[src/inc/rsor_pkg.sv]
// Constants and types of the radio status and transmit observation registers
// What this block does
// The status byte is shifted out on the serial data output while the command byte shifts in.
// Status bit 6 sets when a payload enters the receive FIFO and clears only on a written one.
// Status bit 5 sets on packet sent, or only on acknowledge when auto acknowledge is on; one clears it.
// Status bit 4 sets when retransmissions run out and clears when the host writes a one.
// While bit 4 is set the device stops communicating until the host clears it.
// Status bits 3:1 give the pipe of the receive FIFO head, 111 when the FIFO is empty.
// Status bit 0 is a read-only flag that is one when the transmit FIFO is full.
// Observe bits 7:4 count lost packets and saturate at 15.
// Any write to the channel register clears the lost packet counter.
// Observe bits 3:0 count retransmissions and clear when a new packet starts.
// The host may turn a lossy transmitter into a receiver to check for a carrier; this block only reports carrierDetect at the carrier address.
// The retransmit count setting allows 0 to 15 retries before the limit flag rises.
// Writing zero to a status flag, or writing read-only fields, changes nothing.
package rsor_pkg;

	// ----------------------------------------
	// Command and register addresses
	// ----------------------------------------
	localparam logic [2:0] CMD_READ = 3'h0;
	localparam logic [2:0] CMD_WRITE = 3'h1;
	localparam logic [4:0] ADDR_CHANNEL = 5'h05;
	localparam logic [4:0] ADDR_STATUS = 5'h07;
	localparam logic [4:0] ADDR_OBSERVE = 5'h08;
	localparam logic [4:0] ADDR_CARRIER = 5'h09;

	// ----------------------------------------
	// Field positions and values
	// ----------------------------------------
	localparam int BIT_RX_READY = 6;
	localparam int BIT_TX_SENT = 5;
	localparam int BIT_LIMIT = 4;
	localparam logic [3:0] LOST_MAX = 4'hf;
	localparam logic [2:0] PIPE_EMPTY = 3'h7;
	localparam logic [2:0] BIT_LAST = 3'h7;

	// ----------------------------------------
	// Reset values
	// ----------------------------------------
	localparam logic [2:0] PIPE_RST = 3'h7;
	localparam logic [2:0] PIN_RST = 3'h1;
	localparam logic [3:0] COUNT_RST = 4'h0;

	typedef enum logic [1:0] {PH_CMD, PH_DATA, PH_IGNORE} rsor_phase_t;

endpackage

[src/rtl/rsor_sync.sv]
// Two flip-flop synchroniser for asynchronous input pins
`timescale 1ns/1ns
module rsor_sync #(
	parameter int WIDTH = 3,
	parameter logic [WIDTH-1:0] RST_VAL = '0
)(
	input wire logic clk,
	input wire logic rst_b,
	input wire logic [WIDTH-1:0] asyncIn,
	output logic [WIDTH-1:0] syncOut
);

	logic [WIDTH-1:0] stage1_q;
	logic [WIDTH-1:0] stage2_q;

	always_ff @(posedge clk or negedge rst_b)
	begin
		if (!rst_b)
		begin
			stage1_q <= RST_VAL;
			stage2_q <= RST_VAL;
		end
		else
		begin
			stage1_q <= asyncIn;
			stage2_q <= stage1_q;
		end
	end

	assign syncOut = stage2_q;

endmodule

[src/rtl/rsor_status_observe.sv]
// Serial slave with status flags, FIFO status and transmit observation counters
`timescale 1ns/1ns
module rsor_status_observe
	import rsor_pkg::*;
(
	input wire logic clk,
	input wire logic rst_b,
	input wire logic spiSck,
	input wire logic spiMosi,
	input wire logic spiCs_b,
	output logic spiMiso,
	output logic spiMisoOe,
	input wire logic rxPayloadIn,
	input wire logic [2:0] rxHeadPipe,
	input wire logic rxFifoEmpty,
	input wire logic txFifoFull,
	input wire logic txStart,
	input wire logic txDone,
	input wire logic ackRcvd,
	input wire logic ackTimeout,
	input wire logic autoAckEn,
	input wire logic [3:0] arcSetting,
	input wire logic carrierDetect,
	output logic retransmitReq,
	output logic txHalt
);

	// ----------------------------------------
	// Pin synchronisation and edges
	// ----------------------------------------
	logic [2:0] pinSync;
	logic sckS;
	logic mosiS;
	logic csS_b;
	logic sckPrev_q;
	logic sckRise;
	logic sckFall;

	rsor_sync #(.WIDTH(3), .RST_VAL(PIN_RST)) u_sync (
		.clk(clk),
		.rst_b(rst_b),
		.asyncIn({spiSck, spiMosi, spiCs_b}),
		.syncOut(pinSync)
	);

	assign sckS = pinSync[2];
	assign mosiS = pinSync[1];
	assign csS_b = pinSync[0];
	assign sckRise = sckS && !sckPrev_q;
	assign sckFall = !sckS && sckPrev_q;

	// ----------------------------------------
	// Flag and counter state
	// ----------------------------------------
	logic rxReady_q, rxReady_d;
	logic sent_q, sent_d;
	logic limit_q, limit_d;
	logic [2:0] pipe_q, pipe_d;
	logic full_q, full_d;
	logic [3:0] lost_q, lost_d;
	logic [3:0] arc_q, arc_d;
	logic retx_q, retx_d;
	logic [7:0] statusByte;
	logic [7:0] observeByte;
	logic wrStb_q, wrStb_d;
	logic [4:0] wrAddr_q, wrAddr_d;
	logic [7:0] wrData_q, wrData_d;
	logic statusClr;
	logic chanWr;
	logic sentEv;
	logic limitEv;
	logic retryEv;

	assign statusByte = {1'b0, rxReady_q, sent_q, limit_q, pipe_q, full_q};
	assign observeByte = {lost_q, arc_q};
	assign statusClr = wrStb_q && wrAddr_q == ADDR_STATUS;
	assign chanWr = wrStb_q && wrAddr_q == ADDR_CHANNEL;
	assign sentEv = autoAckEn ? ackRcvd : txDone;
	assign limitEv = ackTimeout && !limit_q && arc_q == arcSetting;
	assign retryEv = ackTimeout && !limit_q && arc_q != arcSetting;

	always_comb
	begin
		// Status flags: set wins over a clear in the same cycle; the counter clears win over counting
		rxReady_d = rxPayloadIn || (rxReady_q && !(statusClr && wrData_q[BIT_RX_READY]));
		sent_d = sentEv || (sent_q && !(statusClr && wrData_q[BIT_TX_SENT]));
		limit_d = limitEv || (limit_q && !(statusClr && wrData_q[BIT_LIMIT]));
		pipe_d = rxFifoEmpty ? PIPE_EMPTY : rxHeadPipe;
		full_d = txFifoFull;
		retx_d = retryEv;
		arc_d = arc_q;
		if (txStart)
			arc_d = COUNT_RST;
		else if (retryEv)
			arc_d = arc_q + 4'h1;
		lost_d = lost_q;
		if (chanWr)
			lost_d = COUNT_RST;
		else if (limitEv && lost_q != LOST_MAX)
			lost_d = lost_q + 4'h1;
	end

	always_ff @(posedge clk or negedge rst_b)
	begin
		if (!rst_b)
		begin
			rxReady_q <= 1'b0;
			sent_q <= 1'b0;
			limit_q <= 1'b0;
			pipe_q <= PIPE_RST;
			full_q <= 1'b0;
			lost_q <= COUNT_RST;
			arc_q <= COUNT_RST;
			retx_q <= 1'b0;
		end
		else
		begin
			rxReady_q <= rxReady_d;
			sent_q <= sent_d;
			limit_q <= limit_d;
			pipe_q <= pipe_d;
			full_q <= full_d;
			lost_q <= lost_d;
			arc_q <= arc_d;
			retx_q <= retx_d;
		end
	end

	assign retransmitReq = retx_q;
	assign txHalt = limit_q;

	// ----------------------------------------
	// Serial slave
	// ----------------------------------------
	rsor_phase_t phase_q, phase_d;
	logic [2:0] bitCnt_q, bitCnt_d;
	logic [7:0] rxShift_q, rxShift_d;
	logic [7:0] txShift_q, txShift_d;
	logic isWrite_q, isWrite_d;
	logic [4:0] addr_q, addr_d;
	logic miso_q, miso_d;
	logic misoOe_q, misoOe_d;
	logic [7:0] rxByte;

	function automatic logic [7:0] regRead(input logic [4:0] a, input logic [7:0] st,
		input logic [7:0] ob, input logic cd);
		logic [7:0] v;
		v = 8'h00;
		if (a == ADDR_STATUS)
			v = st;
		else if (a == ADDR_OBSERVE)
			v = ob;
		else if (a == ADDR_CARRIER)
			v = {7'h00, cd};
		return v;
	endfunction

	assign rxByte = {rxShift_q[6:0], mosiS};

	always_comb
	begin
		phase_d = phase_q;
		bitCnt_d = bitCnt_q;
		rxShift_d = rxShift_q;
		txShift_d = txShift_q;
		isWrite_d = isWrite_q;
		addr_d = addr_q;
		wrStb_d = 1'b0;
		wrAddr_d = wrAddr_q;
		wrData_d = wrData_q;
		miso_d = 1'b0;
		misoOe_d = 1'b0;
		if (csS_b)
		begin
			phase_d = PH_CMD;
			bitCnt_d = 3'h0;
			txShift_d = statusByte;
		end
		else
		begin
			misoOe_d = 1'b1;
			if (sckRise)
			begin
				rxShift_d = rxByte;
				bitCnt_d = bitCnt_q + 3'h1;
				if (bitCnt_q == BIT_LAST)
				begin
					unique case (phase_q)
						PH_CMD:
						begin
							addr_d = rxByte[4:0];
							isWrite_d = rxByte[7:5] == CMD_WRITE;
							if (rxByte[7:5] == CMD_WRITE || rxByte[7:5] == CMD_READ)
								phase_d = PH_DATA;
							else
								phase_d = PH_IGNORE;
						end
						PH_DATA:
						begin
							wrStb_d = isWrite_q;
							wrAddr_d = addr_q;
							wrData_d = rxByte;
							phase_d = PH_IGNORE;
						end
						PH_IGNORE:
							phase_d = PH_IGNORE;
					endcase
				end
			end
			else if (sckFall)
			begin
				if (bitCnt_q == 3'h0)
				begin
					if (phase_q == PH_DATA && !isWrite_q)
						txShift_d = regRead(addr_q, statusByte, observeByte, carrierDetect);
					else
						txShift_d = 8'h00;
				end
				else
					txShift_d = {txShift_q[6:0], 1'b0};
			end
			miso_d = txShift_d[7];
		end
	end

	always_ff @(posedge clk or negedge rst_b)
	begin
		if (!rst_b)
		begin
			sckPrev_q <= 1'b0;
			phase_q <= PH_CMD;
			bitCnt_q <= 3'h0;
			rxShift_q <= 8'h00;
			txShift_q <= 8'h00;
			isWrite_q <= 1'b0;
			addr_q <= 5'h00;
			wrStb_q <= 1'b0;
			wrAddr_q <= 5'h00;
			wrData_q <= 8'h00;
			miso_q <= 1'b0;
			misoOe_q <= 1'b0;
		end
		else
		begin
			sckPrev_q <= sckS;
			phase_q <= phase_d;
			bitCnt_q <= bitCnt_d;
			rxShift_q <= rxShift_d;
			txShift_q <= txShift_d;
			isWrite_q <= isWrite_d;
			addr_q <= addr_d;
			wrStb_q <= wrStb_d;
			wrAddr_q <= wrAddr_d;
			wrData_q <= wrData_d;
			miso_q <= miso_d;
			misoOe_q <= misoOe_d;
		end
	end

	assign spiMiso = miso_q;
	assign spiMisoOe = misoOe_q;

	// ----------------------------------------
	// Assertions
	// ----------------------------------------
	property p_first_bit;
		@(posedge clk) disable iff (!rst_b)
		$rose(spiMisoOe) |-> txShift_q == $past(statusByte, 2);
	endproperty
	a_first_bit: assert property (p_first_bit) else $error("first bit is not status msb");

	property p_rx_set;
		@(posedge clk) disable iff (!rst_b)
		rxPayloadIn |=> rxReady_q;
	endproperty
	a_rx_set: assert property (p_rx_set) else $error("receive ready flag not set");

	property p_sent_aa;
		@(posedge clk) disable iff (!rst_b)
		(autoAckEn && !ackRcvd && !sent_q) |=> !sent_q;
	endproperty
	a_sent_aa: assert property (p_sent_aa) else $error("sent flag set without acknowledge");

	property p_limit_keep;
		@(posedge clk) disable iff (!rst_b)
		(limit_q && !(statusClr && wrData_q[BIT_LIMIT])) |=> limit_q;
	endproperty
	a_limit_keep: assert property (p_limit_keep) else $error("limit flag lost without clear");

	property p_halt;
		@(posedge clk) disable iff (!rst_b)
		limit_q |-> txHalt && !retransmitReq ##1 !retransmitReq;
	endproperty
	a_halt: assert property (p_halt) else $error("retransmit while limit flag set");

	property p_pipe;
		@(posedge clk) disable iff (!rst_b)
		rxFifoEmpty |=> pipe_q == PIPE_EMPTY;
	endproperty
	a_pipe: assert property (p_pipe) else $error("empty fifo not shown as 111");

	property p_full;
		@(posedge clk) disable iff (!rst_b)
		txFifoFull |=> statusByte[0];
	endproperty
	a_full: assert property (p_full) else $error("full flag missing");

	property p_lost_sat;
		@(posedge clk) disable iff (!rst_b)
		(lost_q == LOST_MAX && !chanWr) |=> lost_q == LOST_MAX;
	endproperty
	a_lost_sat: assert property (p_lost_sat) else $error("lost counter wrapped");

	property p_chan_clr;
		@(posedge clk) disable iff (!rst_b)
		chanWr |=> lost_q == 4'h0;
	endproperty
	a_chan_clr: assert property (p_chan_clr) else $error("channel write kept lost count");

	property p_arc_clr;
		@(posedge clk) disable iff (!rst_b)
		txStart |=> arc_q == 4'h0;
	endproperty
	a_arc_clr: assert property (p_arc_clr) else $error("retransmit count not cleared");

	property p_limit_set;
		@(posedge clk) disable iff (!rst_b)
		(ackTimeout && !limit_q && arc_q == arcSetting) |=> limit_q && !retransmitReq;
	endproperty
	a_limit_set: assert property (p_limit_set) else $error("limit flag not raised");

	property p_zero_write;
		@(posedge clk) disable iff (!rst_b)
		(statusClr && !wrData_q[BIT_RX_READY] && rxReady_q) |=> rxReady_q;
	endproperty
	a_zero_write: assert property (p_zero_write) else $error("zero write cleared flag");

endmodule

[config.mk]
export PLATFORM = sky130hd
export DESIGN_NAME = rsor_status_observe
export DESIGN_NICKNAME = d
export VERILOG_FILES = /design/src/inc/rsor_pkg.sv /design/src/rtl/rsor_sync.sv /design/src/rtl/rsor_status_observe.sv
export SDC_FILE = /design/constraint.sdc
export NUM_CORES = 1
export LEC_CHECK = 0
export BUFFER_PORTS_ARGS = -buffer_cell sky130_fd_sc_hd__clkbuf_2
export CORE_MARGIN = 3
export CORE_UTILIZATION = 58
export DETAILED_ROUTE_END_ITERATION = 6
export HOLD_SLACK_MARGIN = 0.15
export MAX_ROUTING_LAYER = met4
export PLACE_DENSITY_LB_ADDON = 0.2
export SYNTH_ARGS = -nofsm -noshare
export SYNTH_HDL_FRONTEND = slang
export SYNTH_HIERARCHICAL = 1
export SYNTH_SLANG_ARGS = --single-unit
[constraint.sdc]
create_clock -name clk -period 2 [get_ports clk]
set_input_delay 0.4 -clock clk [delete_from_list [all_inputs] [get_ports clk]]
set_output_delay 0.4 -clock clk [all_outputs]
set_load 0.01 [all_outputs]
# Word level (Yosys, flattened, before mapping)
# Index checks and enable logic that the tools add are counted.
op_classes:
  reduce_logical: 40
  mul: 0
  bitwise_logic: 1
  muxes: 27
  n_shift: 0
  n_eq_ne: 13
  order_cmp: 0
  addsub: 3
  n_div: 0
ops:
  columns: ["op", "n"]
  rows:
  - ["8-bit two-way mux", 7]
  - ["4-bit two-way mux", 4]
  - ["5-bit by 3-bit == test with 1-bit output (second input constant)", 3]
  - ["1-bit logical AND", 15]
  - ["5-bit by 4-bit == test with 1-bit output (second input constant)", 2]
  - ["2-bit nonzero test", 5]
  - ["3-bit two-way mux", 3]
  - ["4-bit by 1-bit adder with 4-bit output (second input constant)", 2]
  - ["1-bit two-way mux", 8]
  - ["2-bit two-way mux", 4]
  - ["4-bit AND reduction", 2]
  - ["1-bit logical NOT", 7]
  - ["3-bit logical NOT", 2]
  - ["2-bit AND reduction", 3]
  - ["4-bit == test", 1]
  - ["1-bit logical OR", 4]
  - ["4-bit inequality test", 1]
  - ["4-bit inequality test (second input constant)", 1]
  - ["2-bit one-hot mux with 2 select lines", 1]
  - ["3-bit by 1-bit adder with 3-bit output (second input constant)", 1]
  - ["3-bit by 1-bit == test with 1-bit output (second input constant)", 1]
  - ["3-bit == test (second input constant)", 1]
  - ["2-bit by 1-bit == test with 1-bit output (second input constant)", 1]
  - ["2-bit == test (second input constant)", 1]
  - ["4 further kinds", 4]
totals:
  ram_bits: 0
  output_inout_bits: 4
  romBits: 0
  n_memories: 0
  latch_bits: 0
  reg_bits: 64

# Longest topological paths before layout
# Gate-level depths: netlist of run 1.
logic_depth:
  ltp_word: 9
  ltp_mapped: 6
  ltp_nobuf: 6

# By module
# The synthesis of run 1 kept the hierarchy.
by_module_without_submodules:
  columns: ["mod", "instances", "cells_per_inst", "seq_area_each_um2", "area_each_um2"]
  rows:
  - ["rsor_status_observe", 1, 212, 1330.0, 2451.1]
  - ["rsor_sync", 1, 6, 152.6, 152.6]

# Worst setup path before layout of run 1
# OpenSTA, ideal clock, no wires.
synth_path:
  kind: "reg2reg"
  start: "reg bitCnt_q[0]"
  end: "reg wrAddr_q[0]"
  setup_time_ps: 125
  t_arrival_ps: 1519
  required_ps: 1875
  path_stages_with_launch: 6
  setup_slack_ps: 356
  path_cell_list: "dfrtp_1 > ha_1 > ha_1 > clkbuf_1 > nand3_1 > mux2_2"
synth_between:
  elab_chain_len: 2
synth_lines:
  columns: ["element", "line", "source"]
  rows:
  - ["start: declaration", "rsor_status_observe.sv:136", "logic [2:0] bitCnt_q, bitCnt_d;"]
  - ["start signal: assignment", "rsor_status_observe.sv:247", "bitCnt_q <= bitCnt_d;"]
  - ["3-bit == test", "rsor_status_observe.sv:186", "if (bitCnt_q == BIT_LAST)"]
  - ["4-bit AND reduction (no line)", null, null]
  - ["end signal: assignment", "rsor_status_observe.sv:253", "wrAddr_q <= wrAddr_d;"]
  - ["end: declaration", "rsor_status_observe.sv:66", "logic [4:0] wrAddr_q, wrAddr_d;"]
# Every way passes these cells.
# A chain may end at the register's enable or synchronous reset.

# Worst setup path in the final report of run 1
layout_path:
  start: "reg arc_q[0]"
  end: "reg lost_q[3]"
layout_between:
  elab_chain_len: 4
layout_lines:
  columns: ["element", "line", "source"]
  rows:
  - ["start: declaration", "rsor_status_observe.sv:61", "logic [3:0] arc_q, arc_d;"]
  - ["start signal: assignment", "rsor_status_observe.sv:124", "arc_q <= arc_d;"]
  - ["4-bit == test", "rsor_status_observe.sv:79", "assign limitEv = ackTimeout && !limit_q && arc_q == arcSetting;"]
  - ["1-bit logical AND", "rsor_status_observe.sv:79", null]
  - ["1-bit logical AND", "rsor_status_observe.sv:99", "else if (limitEv && lost_q != LOST_MAX)"]
  - ["2-bit nonzero test (no line)", null, null]
  - ["end signal: assignment", "rsor_status_observe.sv:123", "lost_q <= lost_d;"]
  - ["end: declaration", "rsor_status_observe.sv:60", "logic [3:0] lost_q, lost_d;"]
# Every way passes these cells.

==> reports/qor.yml, run 1 <==
status: "complete, no violations"
place_congestion: 0.7236
synth_most_common_cell: "dfrtp_1"
worst_setup_path_end_kind: "register"
synth_area_um2: 2604
yosys.area_share.simple_pct: 11.77
final_antenna_net_count: 0
fin_crit_ns: 1.799
synth_common_cells: "dfrtp_1 (54), mux2_2 (21), nand2_1 (16), a22oi_1 (13), nor2_1 (13)"
max_freq_ghz: 0.5560
cts.sinks: 59
io_pins: 25
place_hpwl_mm: 3.252
clockRootBuffer: "clkbuf_8"
crit_start: "arc_q[0]"
dieHeight_um: 73
drv_cap: 0
synthXorXnorAreaFrac_pct: 2.307
place_inst: 288
drt_first_pass_iters: 4
initial_core_util_pct: 62.40
yosys_warnings: 6
placed_area_um2: 2798
grt_usage_pct: 20.79
setup_tns_ns: 0
io_buffers: 24
drv_slew: 0
period_share_pct: 89.93
drc: 0
synthTopCellsByArea: "dfrtp_1 (52%), mux2_2 (9.1%), dfstp_2 (5.0%), a22oi_1 (3.7%), ha_1 (3.4%)"
vias: 1787
clockBufferDepth: 2
rsz0062_at_grt: "no"
synth_compound_area_share_pct: 13.21
viasPerCell: 5.821
insertion_delay_ns: 0.33
worst_ep_arrival_time_ns: 2.05
grt_pass1_wl_mm: 8.059
routedWlPerCell_um: 15.60
synth_top_family_by_area: "compound AO/OA/AOI/OAI gates"
ir_drop_uv: 670.6
cts_made_buffers: 9
syn_avg_cell_area_um2: 11.94
slew_headroom_pct: 61.56
p_per_area_nw_per_um2: 965.2
cts_tree: "built"
worst_setup_path_start_kind: "register"
hold_end: "u_sync/stage1_q[2]"
yosysTopAreaCell: "dfrtp_1"
core_area_um2: 4173
synth_seq_cells: 59
grt_overflow: 0
timing.rr.end: "lost_q[3]"
clock_skew_ns: 0.01032
async_flop_share_pct: 100.0
layoutNonFillerInstCount: 307
synth_edf_count: 0
htreeDepth: 3
n_antenna_cell: 0
path_clk_slew_ns: 0.07
syn_nets: 246
r2r_start: "arc_q[0]"
grt_pass1_vias: 1788
min-delay-start: "spiSck"
setup_violations: 0
syn-instance-count: 218
row_count: 23
grt_antenna_before_repair: 0
ys_types: 42
fin_nets: 280
synth_flop_cell: "dfrtp_1"
grt_max_degree: 60
post-synth-top-area-fraction_pct: 51.90
p_leak_nw: 1.375
hold_path_depth: 1
drive_gt1_share_pct: 30.35
drtIter0Drc: 116
synth.area.mux_share_pct: 9.467
worst_pin_slew_ns: 0.5753
ys_seq_area_share_pct: 56.94
postCtsSetupRepairBufs: 0
r2r_slack_ns: 0.20
drt_wl_total_mm: 4.790
worst_ep_required_time_ns: 2.25
synth_fa_ha_area_share_pct: 3.364
stdcell_area_um2: 3032
path_class: "reg -> reg"
syn_to_final_growth_pct: 16.43
cp_max_fo: 9
hold_path_class: "in -> reg"
dieArea_um2: 5329
hold_viol_final: 0
reg2reg_depth: 4
die_w_um: 73
==> how the worst max path moves through the flow <==
stage / to / slack, ns / cells after the start
after floorplan: wrAddr_q[0] / 0.36 / 5
after global placement: lost_q[3] / 0.28 / 5
after detailed placement: lost_q[3] / 0.21 / 5
after CTS: lost_q[3] / 0.21 / 4
after global routing: lost_q[3] / 0.06 / 4
final: lost_q[3] / 0.20 / 4
==> cell type report <==
| cell class | count | area [um2] |
|---|---|---|
| fillers | 293 | 1141 |
| clock buffers | 11 | 141.4 |
| clock inverters | 5 | 62.56 |
| multi-input cells | 139 | 1045 |
| inverters | 12 | 45.04 |
| repair buffers | 31 | 192.7 |
| well taps | 50 | 62.56 |
| flip-flops and latches | 59 | 1483 |
==> cells in the final DEF (no fill, tap or decap), types with 7 or more instances in the layout <==
| cell type | instances |
|---|---|
| dfrtp_1 | 54 |
| clkbuf_2 | 24 |
| mux2_2 | 21 |
| nand2_1 | 16 |
| nor2_1 | 13 |
| a22oi_1 | 13 |
| inv_1 | 12 |
| a21oi_1 | 11 |
| clkbuf_8 | 10 |
| o221ai_1 | 7 |
| ha_1 | 7 |
==> kinds of logic (layout without fill, tap and decap cells) <==
| logic type | after synthesis | in the layout |
|---|---|---|
| AO/OA/AOI/OAI | 47 | 47 |
| XOR/XNOR | 6 | 6 |
| adder cells (fa/ha/maj) | 7 | 7 |
| buffers and inverters | 20 | 59 |
| flip-flops | 59 | 59 |
| multiplexers | 22 | 22 |
| AND/OR/NAND/NOR | 57 | 57 |
==> where the power goes <==
| part | leakage [nW] | internal, mW | switching, mW |
|---|---|---|---|
| clock network | 0.0957 | 0.613 | 0.466 |
| registers | 0.745 | 1.33 | 0.130 |
| logic | 0.534 | 0.193 | 0.190 |
==> per-layer routing <==
metal / GRT usage, % / vias to the layer above / routed length (um)
met1: 25.02 / 878 / 2207
met3: 8.540 / 8 / 226
met5: - / - / 0
li1: - / 857 / -
met2: 32.27 / 44 / 2291
met4: 5.738 / 0 / 65
==> per-stage QoR <==
stage	power [mW]	setup WS [ns]	hold slack [ns]	utilization, %
floorplan	1.714	0.3561	0.1044	-
global placement	1.847	0.2837	0.3433	67.05
detailed placement	1.863	0.2115	0.3363	67.05
CTS	2.953	0.2140	0.1511	72.41
global route	3.078	0.06380	0.1511	72.65
finish	2.926	0.2014	0.1727	72.65
==> repair_timing <==
action                    CTS  global route
hold buffers                2             1
gates resized for setup     0             0
hold endpoints to repair   55             1
==> sequential cells by signal, indices dropped and copies added, names as in the netlist, 2 cells and up <==
signal,count
addr_q,5
arc_q,4
u_sync/stage1_q,3
wrAddr_q,5
bitCnt_q,3
lost_q,4
wrData_q,3
txShift_q,8
rxShift_q,7
pipe_q,3
phase_q,2
u_sync/syncOut,3
==> critical path, stage by stage, from the launching register on <==
cell     delay, ns
dfrtp_1       0.44
xnor2_1       0.30
nand4_2       0.27
or4_1         0.55
a21oi_1       0.15
No activity file was read; power rests on OpenSTA's default activity.
==> run 2, diff against run 1 <==
- CORE_UTILIZATION: 58 -> 52
- clock period: 2 -> 1.6 ns (I/O delays scaled with it)
==> reports/qor.yml, run 2 (synthesis gave the netlist of run 1 again) <==
drt_first_pass_iters: 4  # unchanged
grt_antenna_before_repair: 0  # unchanged
dp_slack_ns: 0.01212  # -0.1994 ns
htreeDepth: 3  # unchanged
hold_path_depth: 2  # +1
p_switching_mw: 1.016  # +29%
worst_pin_slew_ns: 0.4623  # -0.1131 ns
r2r_start: "arc_q[2]"
largest_register: "txShift_q"
dieHeight_um: 76.76  # +5.2%
p_clk_share_pct: 39.3  # +2.4 points
cellInternalPower_mw: 2.938  # +37%
drv_cap: 0  # unchanged
power_frac_comb_pct: 14.9  # +1.8 points
row_count: 25  # +8.7%
path_class: "reg -> reg"
largest_register_ff_count: 8  # unchanged
timing.final.ws_setup_ns: 0.05255  # -0.1488 ns
clock_skew_ns: 0.009714  # -0.0006060 ns
place_congestion: 0.8060  # +11%
clockBufferDepth: 2  # unchanged
cp_cell_sequence: "xnor2_2 > buf_4 > a41oi_2 > a21oi_1 > a31o_2"
syn_to_final_growth_pct: 27.49
routedWlPerCell_um: 14.51  # -7.0%
setup_violations: 0  # unchanged
grt_usage_pct: 19.90  # -0.89 points
nFillCells: 348  # +19%
max_freq_ghz: 0.6462  # +16%
reg_top3: "txShift_q x8, rxShift_q x7"
io_pins: 25  # unchanged
hold_path_class: "in -> reg"
stdcell_area_um2: 3319  # +9.5%
final_antenna_net_count: 0  # unchanged
status: "complete, no violations"
cp.depth: 5  # +1
cts.sinks: 59  # unchanged
dieArea_um2: 5892  # +11%
worst_setup_path_start_kind: "register"
drive_gt1_share_pct: 38.77  # +8.4 points
n_antenna_cell: 0  # unchanged
ir_drop_uv: 611.1  # -8.9%
p_leak_nw: 1.511  # +9.9%
min-delay-start: "rxHeadPipe[1]"
slew_headroom_pct: 69.18  # +7.6 points
p_seq_share_pct: 45.7  # -4.3 points
hold_viol_final: 0  # unchanged
cts_made_buffers: 9  # unchanged
worst_ep_arrival_time_ns: 1.78  # -0.27 ns
p_per_area_nw_per_um2: 1191  # +23%
drt_wl_total_mm: 4.977  # +3.9%
layout_commonest_cell: "dfrtp_1"
place_hpwl_mm: 3.567  # +9.7%
drv_slew: 0  # unchanged
grt_pass1_vias: 1874  # +4.8%
fin_crit_ns: 1.547  # -0.2512 ns
reg2reg_depth: 5  # +1
period_share_pct: 96.72  # +6.8 points
initial_core_util_pct: 54.41  # -8.0 points
crit_slowest_cell: "dfrtp_1"
worst_ep_required_time_ns: 1.84  # -0.41 ns
crit_buf_inv: 1  # +1
core_area_um2: 4786  # +15%
rsz0062_at_grt: "yes"
mostFrequentLayoutCells: "dfrtp_1 (54), clkbuf_2 (24), mux2_2 (21), buf_4 (18), nand2_1 (16)"
cp_max_fo: 7  # -2
viasPerCell: 5.329  # -8.4%
slowest_delay_ns: 0.41  # -0.14 ns
grt_max_degree: 26  # -57%
drc: 0  # unchanged
swShare_pct: 25.69  # -1.2 points
clockRootBuffer: "clkbuf_8"
grt_overflow: 0  # unchanged
io_buffers: 24  # unchanged
place_inst: 319  # +11%
die_w_um: 76.76  # +5.2%
fin_nets: 299  # +6.8%
path_clk_slew_ns: 0.07  # about the same
insertion_delay_ns: 0.34  # about the same
layoutNonFillerInstCount: 343  # +12%
vias: 1828  # +2.3%
fin_hold_ws_ns: 0.1597  # -0.01305 ns
placed_area_um2: 2949  # +5.4%
worst_setup_path_end_kind: "register"
crit_start: "arc_q[2]"
drtIter0Drc: 102  # -12%
cp_top_family: "compound AO/OA/AOI/OAI gates"
grt_pass1_wl_mm: 8.756  # +8.6%
cts_tree: "built"
run 2: cell count changes in the layout (fill, tap and decap cells not counted), moves of 2 or more:
| cell | previous run | this run |
|---|---|---|
| buf_4 | 3 | 18 |
| xnor2_1 | 5 | 2 |
| xnor2_2 | 1 | 4 |
| dlygate4sd3_1 | 3 | 5 |
run 2: power groups by stage:
| stage | clock network (mW) | logic [mW] | registers, mW |
|---|---|---|---|
| floorplan | 0 | 0.329 | 1.82 |
| global route | 1.67 | 0.669 | 1.83 |
| finish | 1.55 | 0.590 | 1.81 |
| detailed placement | 0 | 0.561 | 1.83 |
| global placement | 0 | 0.546 | 1.83 |
| CTS | 1.59 | 0.573 | 1.81 |
run 2: metal layers:
metal	vias to the layer above	GRT usage, %	wire length (um)
met4	0	8.877	93
met3	9	5.986	231
li1	898	-	-
met1	883	24.40	2164
met5	-	-	0
met2	38	30.49	2488
run 2: cell type report:
type	count	area, um2	share of cell area (%)
sequential	59	1483	44.67
tap	67	83.83	2.525
multi-input combinational	139	1115	33.58
timing repair buffer	50	356.6	10.74
clock inverter	5	85.08	2.563
inverter	12	45.04	1.357
clock buffer	11	151.4	4.561
run 2: path summary, 6_finish.rpt:
check,to,slack [ns]
setup / recovery,arc_q[2],0.05
hold / removal,pipe_q[1],0.16
setup reg to reg,arc_q[2],0.05
hold reg to reg,u_sync/syncOut[2],0.35
max in group asynchronous,pipe_q[0],0.60
min in group asynchronous,sent_q,0.46
run 2: metrics by stage:
| step | power, mW | setup TNS [ns] | utilization, % |
|---|---|---|---|
| after floorplan | 2.150 | 0 | - |
| final | 3.954 | 0 | 69.36 |
| after global routing | 4.171 | -0.02721 | 69.36 |
| after detailed placement | 2.392 | 0 | 61.62 |
| after CTS | 3.964 | 0 | 67.61 |
| after global placement | 2.373 | 0 | 61.62 |
run 2: timing repair:
item / 4_1_cts / 5_1_grt
endpoints found under the setup margin: 0 / 19
buffers inserted: 0 / 3
resized for setup: 0 / 11
endpoints found under the hold margin: 16 / 0
hold buffers: 5 / 0
